**src/common/scram_pkg.sv**
```systemverilog
// Notes on behaviour
// - a bypassed sensor channel turns every division's 2/4 channel vote into 2/3
// - at most one sensor channel is bypassed at any time
// - a flag shows which sensor channel is bypassed
// - a bypassed division turns the sensor trip vote into 2 of 3 divisions
// - at most one division is bypassed at any time
// - a flag shows which division is bypassed
// - channel and division bypasses never mask neutron monitor trips or manual scram
// - level, radiation, power flux, drywell, vessel pressure, pool trips never bypassed
// - accumulator pressure bypass allowed only in shutdown or refuel
// - accumulator bypass drops when its switch clears or mode is startup
// - isolation valve closure trip bypassed in shutdown, refuel or startup
// - startup range flux monitor trip bypassed in run
// - each division uses its own mode switch signal
// - stop valve and fast closure trips bypassed in shutdown, refuel, startup
// - turbine valve trips bypassed while first stage pressure is low
// - hydraulic oil pressure loss is the fast closure trip input
// - startup flux trip is flux trip, short period or inoperative
// - single channel isolation valve bypass cancels on other channel bypass
// - a satisfied vote latches scram until software resets it
// - manual scram needs both pushbuttons at once
package scram_pkg;

  // ==========================================
  // channels, sensor trip indices
  localparam int N_CH        = 4;
  localparam int S_LOW_LEVEL = 0;
  localparam int S_STEAM_RAD = 1;
  localparam int S_DRYWELL   = 2;
  localparam int S_VESSEL_P  = 3;
  localparam int S_POOL_TEMP = 4;
  localparam int S_ACCUM_LOW = 5;
  localparam int S_SIV_CLOSE = 6;
  localparam int S_STOP_VLV  = 7;
  localparam int S_FAST_CLS  = 8;
  localparam int N_SENS      = 9;

  // ==========================================
  // mode switch codes
  localparam logic [1:0] MODE_SHUTDOWN = 2'h0;
  localparam logic [1:0] MODE_REFUEL   = 2'h1;
  localparam logic [1:0] MODE_STARTUP  = 2'h2;
  localparam logic [1:0] MODE_RUN      = 2'h3;

  // ==========================================
  // register map and reset values
  localparam logic [7:0]  REG_CTRL    = 8'h00;
  localparam logic [7:0]  REG_SIV     = 8'h04;
  localparam logic [7:0]  REG_STATUS  = 8'h08;
  localparam logic [7:0]  REG_TRIPS   = 8'h0C;
  localparam int          CTRL_RESET  = 0;
  localparam logic [3:0]  SIV_RST     = 4'h0;
  localparam logic [31:0] RDATA_RST   = 32'h0000_0000;

  // true when at least two bits of four are set
  function automatic logic two_of(input logic [3:0] v);
    return (v[0] & v[1]) | (v[0] & v[2]) | (v[0] & v[3]) |
           (v[1] & v[2]) | (v[1] & v[3]) | (v[2] & v[3]);
  endfunction

  // lowest set bit only
  function automatic logic [3:0] lowest_bit(input logic [3:0] v);
    return v & (~v + 4'h1);
  endfunction

endpackage

```
**src/common/division_if.sv**
```systemverilog
`timescale 1ns/1ps
interface division_if;
  import scram_pkg::*;
  logic [3:0] ch_trip [N_SENS];
  logic [3:0] pr_trip;
  logic [3:0] sr_trip;
  logic [3:0] fsp_low;
  logic [3:0] ch_byp;
  logic [3:0] siv_byp;
  logic [1:0] mode;
  logic       acc_byp;
  logic       sens_trip;
  logic       nms_trip;

  modport top (output ch_trip, pr_trip, sr_trip, fsp_low, ch_byp, siv_byp,
               output mode, acc_byp, input sens_trip, nms_trip);
  modport div (input ch_trip, pr_trip, sr_trip, fsp_low, ch_byp, siv_byp,
               input mode, acc_byp, output sens_trip, nms_trip);
endinterface

```
**src/design/scram_vote_bypass_logic.sv**
```systemverilog
// Local design decisions: the plain strobed port and the register addresses.
`timescale 1ns/1ps
module scram_vote_bypass_logic
  import scram_pkg::*;
#(
  parameter int ADDR_W = 8
) (
  // clock and reset
  input  wire logic              mclk_i,
  input  wire logic              rstn_i,
  // register port
  input  wire logic [ADDR_W-1:0] addr_i,
  input  wire logic [31:0]       wdata_i,
  input  wire logic              wr_i,
  input  wire logic              rd_i,
  output logic      [31:0]       rdata_o,
  // sensor channel trips, one bit per channel
  input  wire logic [3:0]        low_level_i,
  input  wire logic [3:0]        steam_rad_i,
  input  wire logic [3:0]        drywell_press_i,
  input  wire logic [3:0]        vessel_press_i,
  input  wire logic [3:0]        pool_temp_i,
  input  wire logic [3:0]        accum_press_low_i,
  input  wire logic [3:0]        siv_closed_i,
  input  wire logic [3:0]        stop_valve_closed_i,
  input  wire logic [3:0]        valve_hydraulic_oil_loss_i,
  input  wire logic [3:0]        first_stage_low_i,
  // neutron monitor trips
  input  wire logic [3:0]        power_range_flux_monitor_trip_i,
  input  wire logic [3:0]        startup_range_flux_i,
  input  wire logic [3:0]        startup_range_period_i,
  input  wire logic [3:0]        startup_range_inop_i,
  // operator switches
  input  wire logic [3:0]        chan_byp_sw_i,
  input  wire logic [3:0]        div_byp_sw_i,
  input  wire logic              accum_byp_sw_i,
  input  wire logic [7:0]        mode_sw_i,
  input  wire logic              manual_pb_a_i,
  input  wire logic              manual_pb_b_i,
  // scram and annunciation
  output logic                   scram_o,
  output logic      [3:0]        div_trip_o,
  output logic      [3:0]        chan_byp_flag_o,
  output logic      [3:0]        div_byp_flag_o,
  output logic      [3:0]        accum_byp_flag_o,
  output logic      [3:0]        siv_chan_byp_flag_o
);

  // ==========================================
  // elaboration checks, the map needs four address bits
  if (ADDR_W < 4) begin : g_addr_w_check
    $error("ADDR_W too small for register map");
  end

  // ==========================================
  // input synchronisers
  localparam int SYNC_W = 75;

  logic [SYNC_W-1:0] raw;
  logic [SYNC_W-1:0] sync1;
  logic [SYNC_W-1:0] sync2;
  logic [SYNC_W-1:0] sync3;
  logic [SYNC_W-1:0] filt;

  // all pin inputs packed in one vector
  assign raw = {low_level_i, steam_rad_i, drywell_press_i,
                vessel_press_i, pool_temp_i, accum_press_low_i,
                siv_closed_i, stop_valve_closed_i,
                valve_hydraulic_oil_loss_i, first_stage_low_i,
                power_range_flux_monitor_trip_i, startup_range_flux_i,
                startup_range_period_i, startup_range_inop_i,
                chan_byp_sw_i, div_byp_sw_i, accum_byp_sw_i,
                mode_sw_i, manual_pb_a_i, manual_pb_b_i};

  // three stage chain
  always_ff @(posedge mclk_i) begin
    if (!rstn_i) begin
      sync1 <= '0;
      sync2 <= '0;
      sync3 <= '0;
    end else begin
      sync1 <= raw;
      sync2 <= sync1;
      sync3 <= sync2;
    end
  end

  // accept a bit once stages two and three agree
  // a pulse shorter than two edges never reaches the vote logic
  genvar gb;
  generate
    for (gb = 0; gb < SYNC_W; gb++) begin : g_filt
      always_ff @(posedge mclk_i) begin
        if (!rstn_i) begin
          filt[gb] <= 1'b0;
        end else if (sync2[gb] == sync3[gb]) begin
          filt[gb] <= sync3[gb];
        end
      end
    end
  endgenerate

  // ==========================================
  // unpack filtered inputs
  logic [3:0] f_low;
  logic [3:0] f_rad;
  logic [3:0] f_dry;
  logic [3:0] f_vp;
  logic [3:0] f_pool;
  logic [3:0] f_acc;
  logic [3:0] f_siv;
  logic [3:0] f_stop;
  logic [3:0] f_oil;
  logic [3:0] f_fsp;
  logic [3:0] f_pr;
  logic [3:0] f_srf;
  logic [3:0] f_srp;
  logic [3:0] f_sri;
  logic [3:0] f_chsw;
  logic [3:0] f_dvsw;
  logic       f_accsw;
  logic [7:0] f_mode;
  logic       f_pba;
  logic       f_pbb;

  assign {f_low, f_rad, f_dry, f_vp, f_pool, f_acc, f_siv, f_stop,
          f_oil, f_fsp, f_pr, f_srf, f_srp, f_sri, f_chsw, f_dvsw,
          f_accsw, f_mode, f_pba, f_pbb} = filt;

  // startup range trip from any of its three causes
  logic [3:0] sr_any;
  assign sr_any = f_srf | f_srp | f_sri;

  // ==========================================
  // sensor channel bypass selection
  logic [3:0] chan_act;

  // hold the first request, ignore later ones
  // a switch set while another bypass stands takes over one edge after that bypass drops, if still set
  always_ff @(posedge mclk_i) begin
    if (!rstn_i) begin
      chan_act <= 4'h0;
    end else if (chan_act == 4'h0) begin
      chan_act <= lowest_bit(f_chsw);
    end else if ((chan_act & f_chsw) == 4'h0) begin
      chan_act <= 4'h0;
    end
  end

  assign chan_byp_flag_o = chan_act;

  // ==========================================
  // division bypass selection
  logic [3:0] div_act;

  // same single-bypass discipline for divisions
  // a division bypass never masks neutron or manual trips
  always_ff @(posedge mclk_i) begin
    if (!rstn_i) begin
      div_act <= 4'h0;
    end else if (div_act == 4'h0) begin
      div_act <= lowest_bit(f_dvsw);
    end else if ((div_act & f_dvsw) == 4'h0) begin
      div_act <= 4'h0;
    end
  end

  assign div_byp_flag_o = div_act;

  // ==========================================
  // accumulator pressure operating bypass
  logic [3:0] acc_byp;

  genvar gd;
  generate
    for (gd = 0; gd < N_CH; gd++) begin : g_acc
      logic [1:0] dmode;
      assign dmode = f_mode[2*gd +: 2];
      // follows switch, dropped outside shutdown or refuel
      // moving to startup drops it even with the switch still set
      always_ff @(posedge mclk_i) begin
        if (!rstn_i) begin
          acc_byp[gd] <= 1'b0;
        end else if (!f_accsw || dmode == MODE_STARTUP) begin
          acc_byp[gd] <= 1'b0;
        end else if (dmode == MODE_SHUTDOWN || dmode == MODE_REFUEL) begin
          acc_byp[gd] <= 1'b1;
        end else begin
          acc_byp[gd] <= 1'b0;
        end
      end
    end
  endgenerate

  assign accum_byp_flag_o = acc_byp;

  // ==========================================
  // register port decode
  logic wr_ctrl;
  logic wr_siv;
  logic scram_clr;

  assign wr_ctrl   = wr_i && (addr_i == ADDR_W'(REG_CTRL));
  assign wr_siv    = wr_i && (addr_i == ADDR_W'(REG_SIV));
  assign scram_clr = wr_ctrl && wdata_i[CTRL_RESET];

  // ==========================================
  // single channel isolation valve bypass
  logic [3:0] siv_byp;
  logic       siv_cancel;
  logic       siv_ok;

  // any other channel bypass ends it
  assign siv_cancel = (chan_act != 4'h0) && (chan_act != siv_byp);
  assign siv_ok     = (wdata_i[3:0] == lowest_bit(wdata_i[3:0])) &&
                      ((chan_act == 4'h0) || (chan_act == wdata_i[3:0]));

  // cancel wins over a write
  // while a channel bypass stands, a write naming another channel stores zero, as does any write naming two or more channels
  always_ff @(posedge mclk_i) begin
    if (!rstn_i) begin
      siv_byp <= SIV_RST;
    end else if (siv_cancel) begin
      siv_byp <= 4'h0;
    end else if (wr_siv) begin
      siv_byp <= siv_ok ? wdata_i[3:0] : 4'h0;
    end
  end

  assign siv_chan_byp_flag_o = siv_byp;

  // ==========================================
  // division logic instances
  // every division sees all four channels but its own mode pair
  logic [3:0] div_sens;
  logic [3:0] div_nms;

  generate
    for (gd = 0; gd < N_CH; gd++) begin : g_div
      division_if dif ();

      assign dif.ch_trip[S_LOW_LEVEL] = f_low;
      assign dif.ch_trip[S_STEAM_RAD] = f_rad;
      assign dif.ch_trip[S_DRYWELL]   = f_dry;
      assign dif.ch_trip[S_VESSEL_P]  = f_vp;
      assign dif.ch_trip[S_POOL_TEMP] = f_pool;
      assign dif.ch_trip[S_ACCUM_LOW] = f_acc;
      assign dif.ch_trip[S_SIV_CLOSE] = f_siv;
      assign dif.ch_trip[S_STOP_VLV]  = f_stop;
      assign dif.ch_trip[S_FAST_CLS]  = f_oil;
      assign dif.pr_trip = f_pr;
      assign dif.sr_trip = sr_any;
      assign dif.fsp_low = f_fsp;
      assign dif.ch_byp  = chan_act;
      assign dif.siv_byp = siv_byp;
      assign dif.mode    = f_mode[2*gd +: 2];
      assign dif.acc_byp = acc_byp[gd];

      division_vote u_vote (
        .d (dif.div)
      );

      assign div_sens[gd] = dif.sens_trip;
      assign div_nms[gd]  = dif.nms_trip;
    end
  endgenerate

  // ==========================================
  // scram vote and seal-in
  logic sens_vote;
  logic nms_vote;
  logic manual;
  logic scram_set;
  logic scram;
  logic [3:0] div_trip;

  // bypassed division drops out of sensor vote only
  assign sens_vote = two_of(div_sens & ~div_act);
  assign nms_vote  = two_of(div_nms);
  assign manual    = f_pba & f_pbb;
  assign scram_set = sens_vote | nms_vote | manual;

  // set wins over a software reset
  // the latch holds after the sensors return to normal
  always_ff @(posedge mclk_i) begin
    if (!rstn_i) begin
      scram <= 1'b0;
    end else if (scram_set) begin
      scram <= 1'b1;
    end else if (scram_clr) begin
      scram <= 1'b0;
    end
  end

  // registered division trip indication
  always_ff @(posedge mclk_i) begin
    if (!rstn_i) begin
      div_trip <= 4'h0;
    end else begin
      div_trip <= div_sens | div_nms;
    end
  end

  assign scram_o    = scram;
  assign div_trip_o = div_trip;

  // ==========================================
  // register read
  logic [31:0] rd_val;

  // status fields, unused bits read zero
  // reads have no side effects on the latch or the bypasses
  always_comb begin
    rd_val = 32'h0000_0000;
    if (addr_i == ADDR_W'(REG_SIV)) begin
      rd_val[3:0] = siv_byp;
    end else if (addr_i == ADDR_W'(REG_STATUS)) begin
      rd_val[0]     = scram;
      rd_val[7:4]   = chan_act;
      rd_val[11:8]  = div_act;
      rd_val[15:12] = acc_byp;
      rd_val[16]    = manual;
    end else if (addr_i == ADDR_W'(REG_TRIPS)) begin
      rd_val[3:0]   = div_sens;
      rd_val[7:4]   = div_nms;
      rd_val[8]     = sens_vote;
      rd_val[9]     = nms_vote;
    end
  end

  // data valid only in the cycle after the strobe
  always_ff @(posedge mclk_i) begin
    if (!rstn_i) begin
      rdata_o <= RDATA_RST;
    end else if (rd_i) begin
      rdata_o <= rd_val;
    end else begin
      rdata_o <= RDATA_RST;
    end
  end

endmodule

```
**src/design/division_vote.sv**
```systemverilog
`timescale 1ns/1ps
module division_vote
  import scram_pkg::*;
(
  // division link
  division_if.div d
);

  logic       low_power_mode;
  logic [3:0] opbyp [N_SENS];
  logic [N_SENS-1:0] var_trip;

  // own mode signal of this division
  assign low_power_mode = (d.mode != MODE_RUN);

  // operating bypass per variable and channel
  always_comb begin
    for (int v = 0; v < N_SENS; v++) begin
      opbyp[v] = 4'h0;
    end
    opbyp[S_ACCUM_LOW] = {4{d.acc_byp}};
    opbyp[S_SIV_CLOSE] = {4{low_power_mode}} | d.siv_byp;
    opbyp[S_STOP_VLV]  = {4{low_power_mode}} | d.fsp_low;
    opbyp[S_FAST_CLS]  = {4{low_power_mode}} | d.fsp_low;
  end

  // channel coincidence, bypassed channel left out
  genvar gv;
  generate
    for (gv = 0; gv < N_SENS; gv++) begin : g_var
      assign var_trip[gv] = two_of(d.ch_trip[gv] & ~d.ch_byp & ~opbyp[gv]);
    end
  endgenerate

  assign d.sens_trip = |var_trip;

  // neutron monitor votes ignore channel bypass
  assign d.nms_trip = two_of(d.pr_trip) |
                      (two_of(d.sr_trip) & (d.mode != MODE_RUN));

endmodule

```
**config.mk**
```make
export PLATFORM = sky130hd
export DESIGN_NAME = scram_vote_bypass_logic
export DESIGN_NICKNAME = d
export VERILOG_FILES = /design/src/common/scram_pkg.sv /design/src/common/division_if.sv /design/src/design/scram_vote_bypass_logic.sv /design/src/design/division_vote.sv
export SDC_FILE = /design/constraint.sdc
export NUM_CORES = 1
export LEC_CHECK = 0
export ABC_AREA = 1
export BUFFER_PORTS_ARGS = -buffer_cell sky130_fd_sc_hd__buf_2
export CORE_UTILIZATION = 25
export CTS_BUF_LIST = sky130_fd_sc_hd__clkbuf_8
export DETAILED_ROUTE_END_ITERATION = 6
export GPL_ROUTABILITY_DRIVEN = 0
export PLACE_DENSITY = 0.47
export SLEW_MARGIN = 20
export SYNTH_ARGS = -nofsm -noshare
export SYNTH_HDL_FRONTEND = slang
export SYNTH_SLANG_ARGS = --single-unit
```
**constraint.sdc**
```tcl
create_clock -name mclk_i -period 4.3 [get_ports mclk_i]
set_input_delay 0.215 -clock mclk_i [delete_from_list [all_inputs] [get_ports mclk_i]]
set_output_delay 0.215 -clock mclk_i [all_outputs]
set_load 0.005 [all_outputs]
```
==> summary.json <==
{
  "route": {
    "first_pass_iters": 5,
    "dr_wl_met2_um": 13880,
    "drtIter0Drc": 517,
    "remaining_drc_errors": 0,
    "antenna_left": 0,
    "postRouteWirelength_um": 28100,
    "routed-wl-met3_um": 1556,
    "routed_metal_1_wirelength_um": 11810,
    "via_per_inst": 4.050,
    "routed_wire_length_per_instance_um": 11.51,
    "vias": 9891,
    "highest_layer": "met5"
  },
  "floorplan": {
    "num_io_pins": 172,
    "core.rowCount": 80,
    "fp.dieArea_um2": 49200,
    "core_area_um2": 47750,
    "starting_utilization_of_the_core_area_pct": 25.30,
    "die_width_um": 221.8,
    "die_h_um": 221.8
  },
  "worst_setup_path": {
    "timing.critical_path.max_delay_family": "simple AND/OR/NAND/NOR gates",
    "arrival_ps": 2770,
    "r2r_start": "chan_byp_flag_o[3]$_SDFFE_PN0P_",
    "worst_ep_required_time_ps": 4780,
    "critical_path_cell_by_cell": "inv_4 -> nand2_1 -> inv_1 -> nand2_1 -> nand2_1 -> nor2_2 -> nand3_1 -> nor2_1 -> nand3_2 -> nand2_1 -> nand2_1 -> inv_2 -> nand2_1 -> nand2_1 -> a21oi_2",
    "worst_path_largest_cell_delay_ps": 670,
    "critical_path.max_fanout": 11,
    "start_kind": "flip-flop",
    "timing.critical_path.slowest_stage_cell": "sky130_fd_sc_hd__dfxtp_1",
    "timing.reg2reg.setup_slack_ps": 2010,
    "cpMostUsedCell": "sky130_fd_sc_hd__nand2_1",
    "r2r.worst_path.cells": 15,
    "critical_path.endpoint_type": "flip-flop",
    "timing.critical_path.buf_inv": 3,
    "rr_endpoint": "scram_o$_SDFFE_PN0P_",
    "setup.worst_path.class": "reg -> reg"
  },
  "timing": {
    "slew_headroom_pct": 45.85,
    "timing.final.hold_violations": 0,
    "min_period_over_period_pct": 53.23,
    "final-setup-viol-count": 0,
    "finalCriticalPeriod_ps": 2289,
    "post_route_skew_ps": 20.98,
    "worst-slew-pin-transition_ps": 812.3,
    "achievable-frequency_mhz": 436.9,
    "slew_viol_final": 0,
    "rsz0062_at_grt": "no",
    "postLayoutSetupSlackWorst_ps": 2011,
    "setup_total_negative_slack_ps": 0
  },
  "synth": {
    "postSynth.topFlopCell": "sky130_fd_sc_hd__dfxtp_1",
    "yosys_warning_total": 0,
    "mappedNetlistArea_um2": 12080,
    "syn-mean-instance-area_um2": 7.673,
    "number_of_flip_flops_and_latches_in_the_synthesized_netlist": 338,
    "synth.top_cells.by_area": "sky130_fd_sc_hd__dfxtp_1 (56%), sky130_fd_sc_hd__nand2_1 (13%), sky130_fd_sc_hd__inv_1 (9.4%)",
    "ys_seq_area_share_pct": 56.02,
    "synth_async_sr_flop_share_pct": 0,
    "synth_edf_count": 0,
    "netlist.top_cell.by_area": "sky130_fd_sc_hd__dfxtp_1",
    "synth.lib_cells_used.distinct": 35,
    "mapped_cells": 1574,
    "synth.top_cell.area_share_pct": 56.02
  },
  "status": {
    "outcome": "finished, final reports clean"
  },
  "global_routing": {
    "grt_max_degree": 190,
    "track_usage_pct": 11.60,
    "wire_length_of_the_first_global_routing_pass_um": 45970,
    "antenna_violations_before_repair": 3,
    "first_global_vias": 9529,
    "global_route.overflow_total": 0
  },
  "power_and_ir_drop": {
    "power.share.clock_pct": 42.8,
    "power_switching_w": 0.001369,
    "vdd_drop_max_mv": 0.2037,
    "power.switching_fraction_pct": 22.34,
    "power.density_nw_per_um2": 406.8,
    "seqPwrFrac_pct": 53.2,
    "power.static_leakage_nw": 8.085,
    "share_comb_of_total_power_pct": 4.1,
    "p_int_w": 0.004758
  },
  "cells_and_area": {
    "mostFrequentLayoutCells": "sky130_fd_sc_hd__nand2_1 (408), sky130_fd_sc_hd__dfxtp_1 (338), sky130_fd_sc_hd__inv_1 (322)",
    "synthToLayoutAreaGrowth_pct": 24.69,
    "most_common_cell_after_layout_fill_and_taps_aside": "sky130_fd_sc_hd__nand2_1",
    "finish.net_count": 1910,
    "layout.cells.non_filler": 2442,
    "final_layout_size_suffix_gt1_share_pct": 13.25
  },
  "cts": {
    "clock-root-buffer": "sky130_fd_sc_hd__clkbuf_8",
    "post_cts_resized": 0,
    "clock_latency_reported_for_the_late_side_of_the_worst_skew_pair_ps": 610,
    "cts_tree": "yes",
    "cts-buffers-inserted": 55,
    "h-tree-depth": 2,
    "clock_path_buffers": 3,
    "clk_transition_reported_paths_ps": 70,
    "number_of_clock_sinks": 338,
    "post-cts-setup-buffers": 0
  },
  "hold_path": {
    "holdPathStages": 6,
    "hold_start": "addr_i[4]",
    "timing.hold.worst_endpoint": "rdata_o[0]$_SDFF_PN0_",
    "min-delay-path-class": "in -> reg"
  },
  "job": {
    "max_cap_violations": 0
  },
  "placement": {
    "dp_hpwl_um": 19060,
    "numPortBuffers": 128,
    "dp.cells": 2269,
    "dp_slack_ps": 1986
  }
}
[registers in the layout, indices dropped and copies added, names as in the netlist, 8 cells and up]
register / count
f_mode: 8
sync2: 75
sync1: 75
sync3: 75
rdata_o: 17
[worst reg2reg max path: stages (launching register included)]
cell	delay (ps)
sky130_fd_sc_hd__dfxtp_1	670
sky130_fd_sc_hd__inv_4	190
sky130_fd_sc_hd__nand2_1	130
sky130_fd_sc_hd__inv_1	40
sky130_fd_sc_hd__nand2_1	60
sky130_fd_sc_hd__nand2_1	60
sky130_fd_sc_hd__nor2_2	110
sky130_fd_sc_hd__nand3_1	200
sky130_fd_sc_hd__nor2_1	170
sky130_fd_sc_hd__nand3_2	140
sky130_fd_sc_hd__nand2_1	90
sky130_fd_sc_hd__nand2_1	60
sky130_fd_sc_hd__inv_2	40
sky130_fd_sc_hd__nand2_1	60
sky130_fd_sc_hd__nand2_1	80
sky130_fd_sc_hd__a21oi_2	50
[cell usage after synthesis, types with 3 or more instances]
master	number
sky130_fd_sc_hd__buf_4	22
sky130_fd_sc_hd__nand4_1	8
sky130_fd_sc_hd__inv_1	302
sky130_fd_sc_hd__a21oi_1	92
sky130_fd_sc_hd__dfxtp_1	338
sky130_fd_sc_hd__o21ai_0	87
sky130_fd_sc_hd__nor3_1	14
sky130_fd_sc_hd__xnor2_1	4
sky130_fd_sc_hd__clkbuf_1	34
sky130_fd_sc_hd__nor2_2	3
sky130_fd_sc_hd__inv_4	4
sky130_fd_sc_hd__nand3_1	54
sky130_fd_sc_hd__nor2_1	141
sky130_fd_sc_hd__inv_2	10
sky130_fd_sc_hd__nor4_1	5
sky130_fd_sc_hd__nand2_1	408
sky130_fd_sc_hd__nand2_2	11
sky130_fd_sc_hd__xor2_1	4
sky130_fd_sc_hd__nand3_2	7
sky130_fd_sc_hd__buf_6	4
[power groups by stage]
stage	clock, W	sequential [W]	combinational [W]
CTS	0.00276	0.00326	0.000257
global route	0.00291	0.00326	0.000289
detailed placement	0	0.00333	0.000199
floorplan	0	0.00331	0.000132
finish	0.00262	0.00326	0.000249
global placement	0	0.00332	0.000195
[stage by stage]
stage | hold slack (ps) | cell area (um^2) | power [W] | util, %
CTS | 7.140 | 15060 | 0.006272 | 31.54
detailed placement | 396.9 | 13220 | 0.003525 | 27.69
finish | 67.75 | 15060 | 0.006127 | 31.54
global placement | 395.1 | 13220 | 0.003519 | 27.69
floorplan | 312.6 | 12130 | 0.003446 | -
global route | 63.99 | 15060 | 0.006460 | 31.54
[per-layer routing]
metal	GRT usage, %	up-vias
met5	0	-
met4	4.816	4
met3	3.419	65
met2	20.39	187
met1	13.02	4498
li1	-	5137
[cell type report]
type                       instances  area [um^2]
inverter                         316         1196
clock buffer                      65        894.6
sequential                       338         6766
timing repair buffer             210         1478
tap                              615        769.5
antenna                            1        2.502
fill                            5081        32690
clock inverter                    27        140.1
multi-input combinational        870         3812
[cell families (layout without fill, tap and decap cells)]
group | Yosys count | after routing | share of synthesized area [%]
buffers and inverters | 380 | 618 | 12.85
xor gates and xnor gates | 8 | 8 | 0.5801
other | 1 | 16 | 0.03105
and+or+nand+nor | 658 | 658 | 22.49
AOI/OAI and AO/OA | 189 | 189 | 8.029
DFF | 338 | 338 | 56.02
[worst max-delay path by stage]
stage / from / to / slack [ps] / cells past startpoint
2_1_floorplan: chan_byp_flag_o[2]$_SDFFE_PN0P_ / rdata_o[8]$_SDFF_PP0_ / 2660 / 17
3_3_place_gp: chan_byp_flag_o[0]$_SDFFE_PN0P_ / scram_o$_SDFFE_PN0P_ / 2000 / 15
3_5_place_dp: chan_byp_flag_o[3]$_SDFFE_PN0P_ / scram_o$_SDFFE_PN0P_ / 1990 / 15
4_1_cts: chan_byp_flag_o[3]$_SDFFE_PN0P_ / scram_o$_SDFFE_PN0P_ / 1980 / 15
5_1_grt: chan_byp_flag_o[0]$_SDFFE_PN0P_ / scram_o$_SDFFE_PN0P_ / 1740 / 15
6_report: chan_byp_flag_o[3]$_SDFFE_PN0P_ / scram_o$_SDFFE_PN0P_ / 2010 / 15
[what timing repair did]
| item | CTS | global route |
|---|---|---|
| hold buffers | 80 | 0 |
| endpoints found under the hold margin | 83 | 0 |
| setup endpoints to repair | 0 | 0 |
No activity file was read; power rests on OpenSTA's default activity.
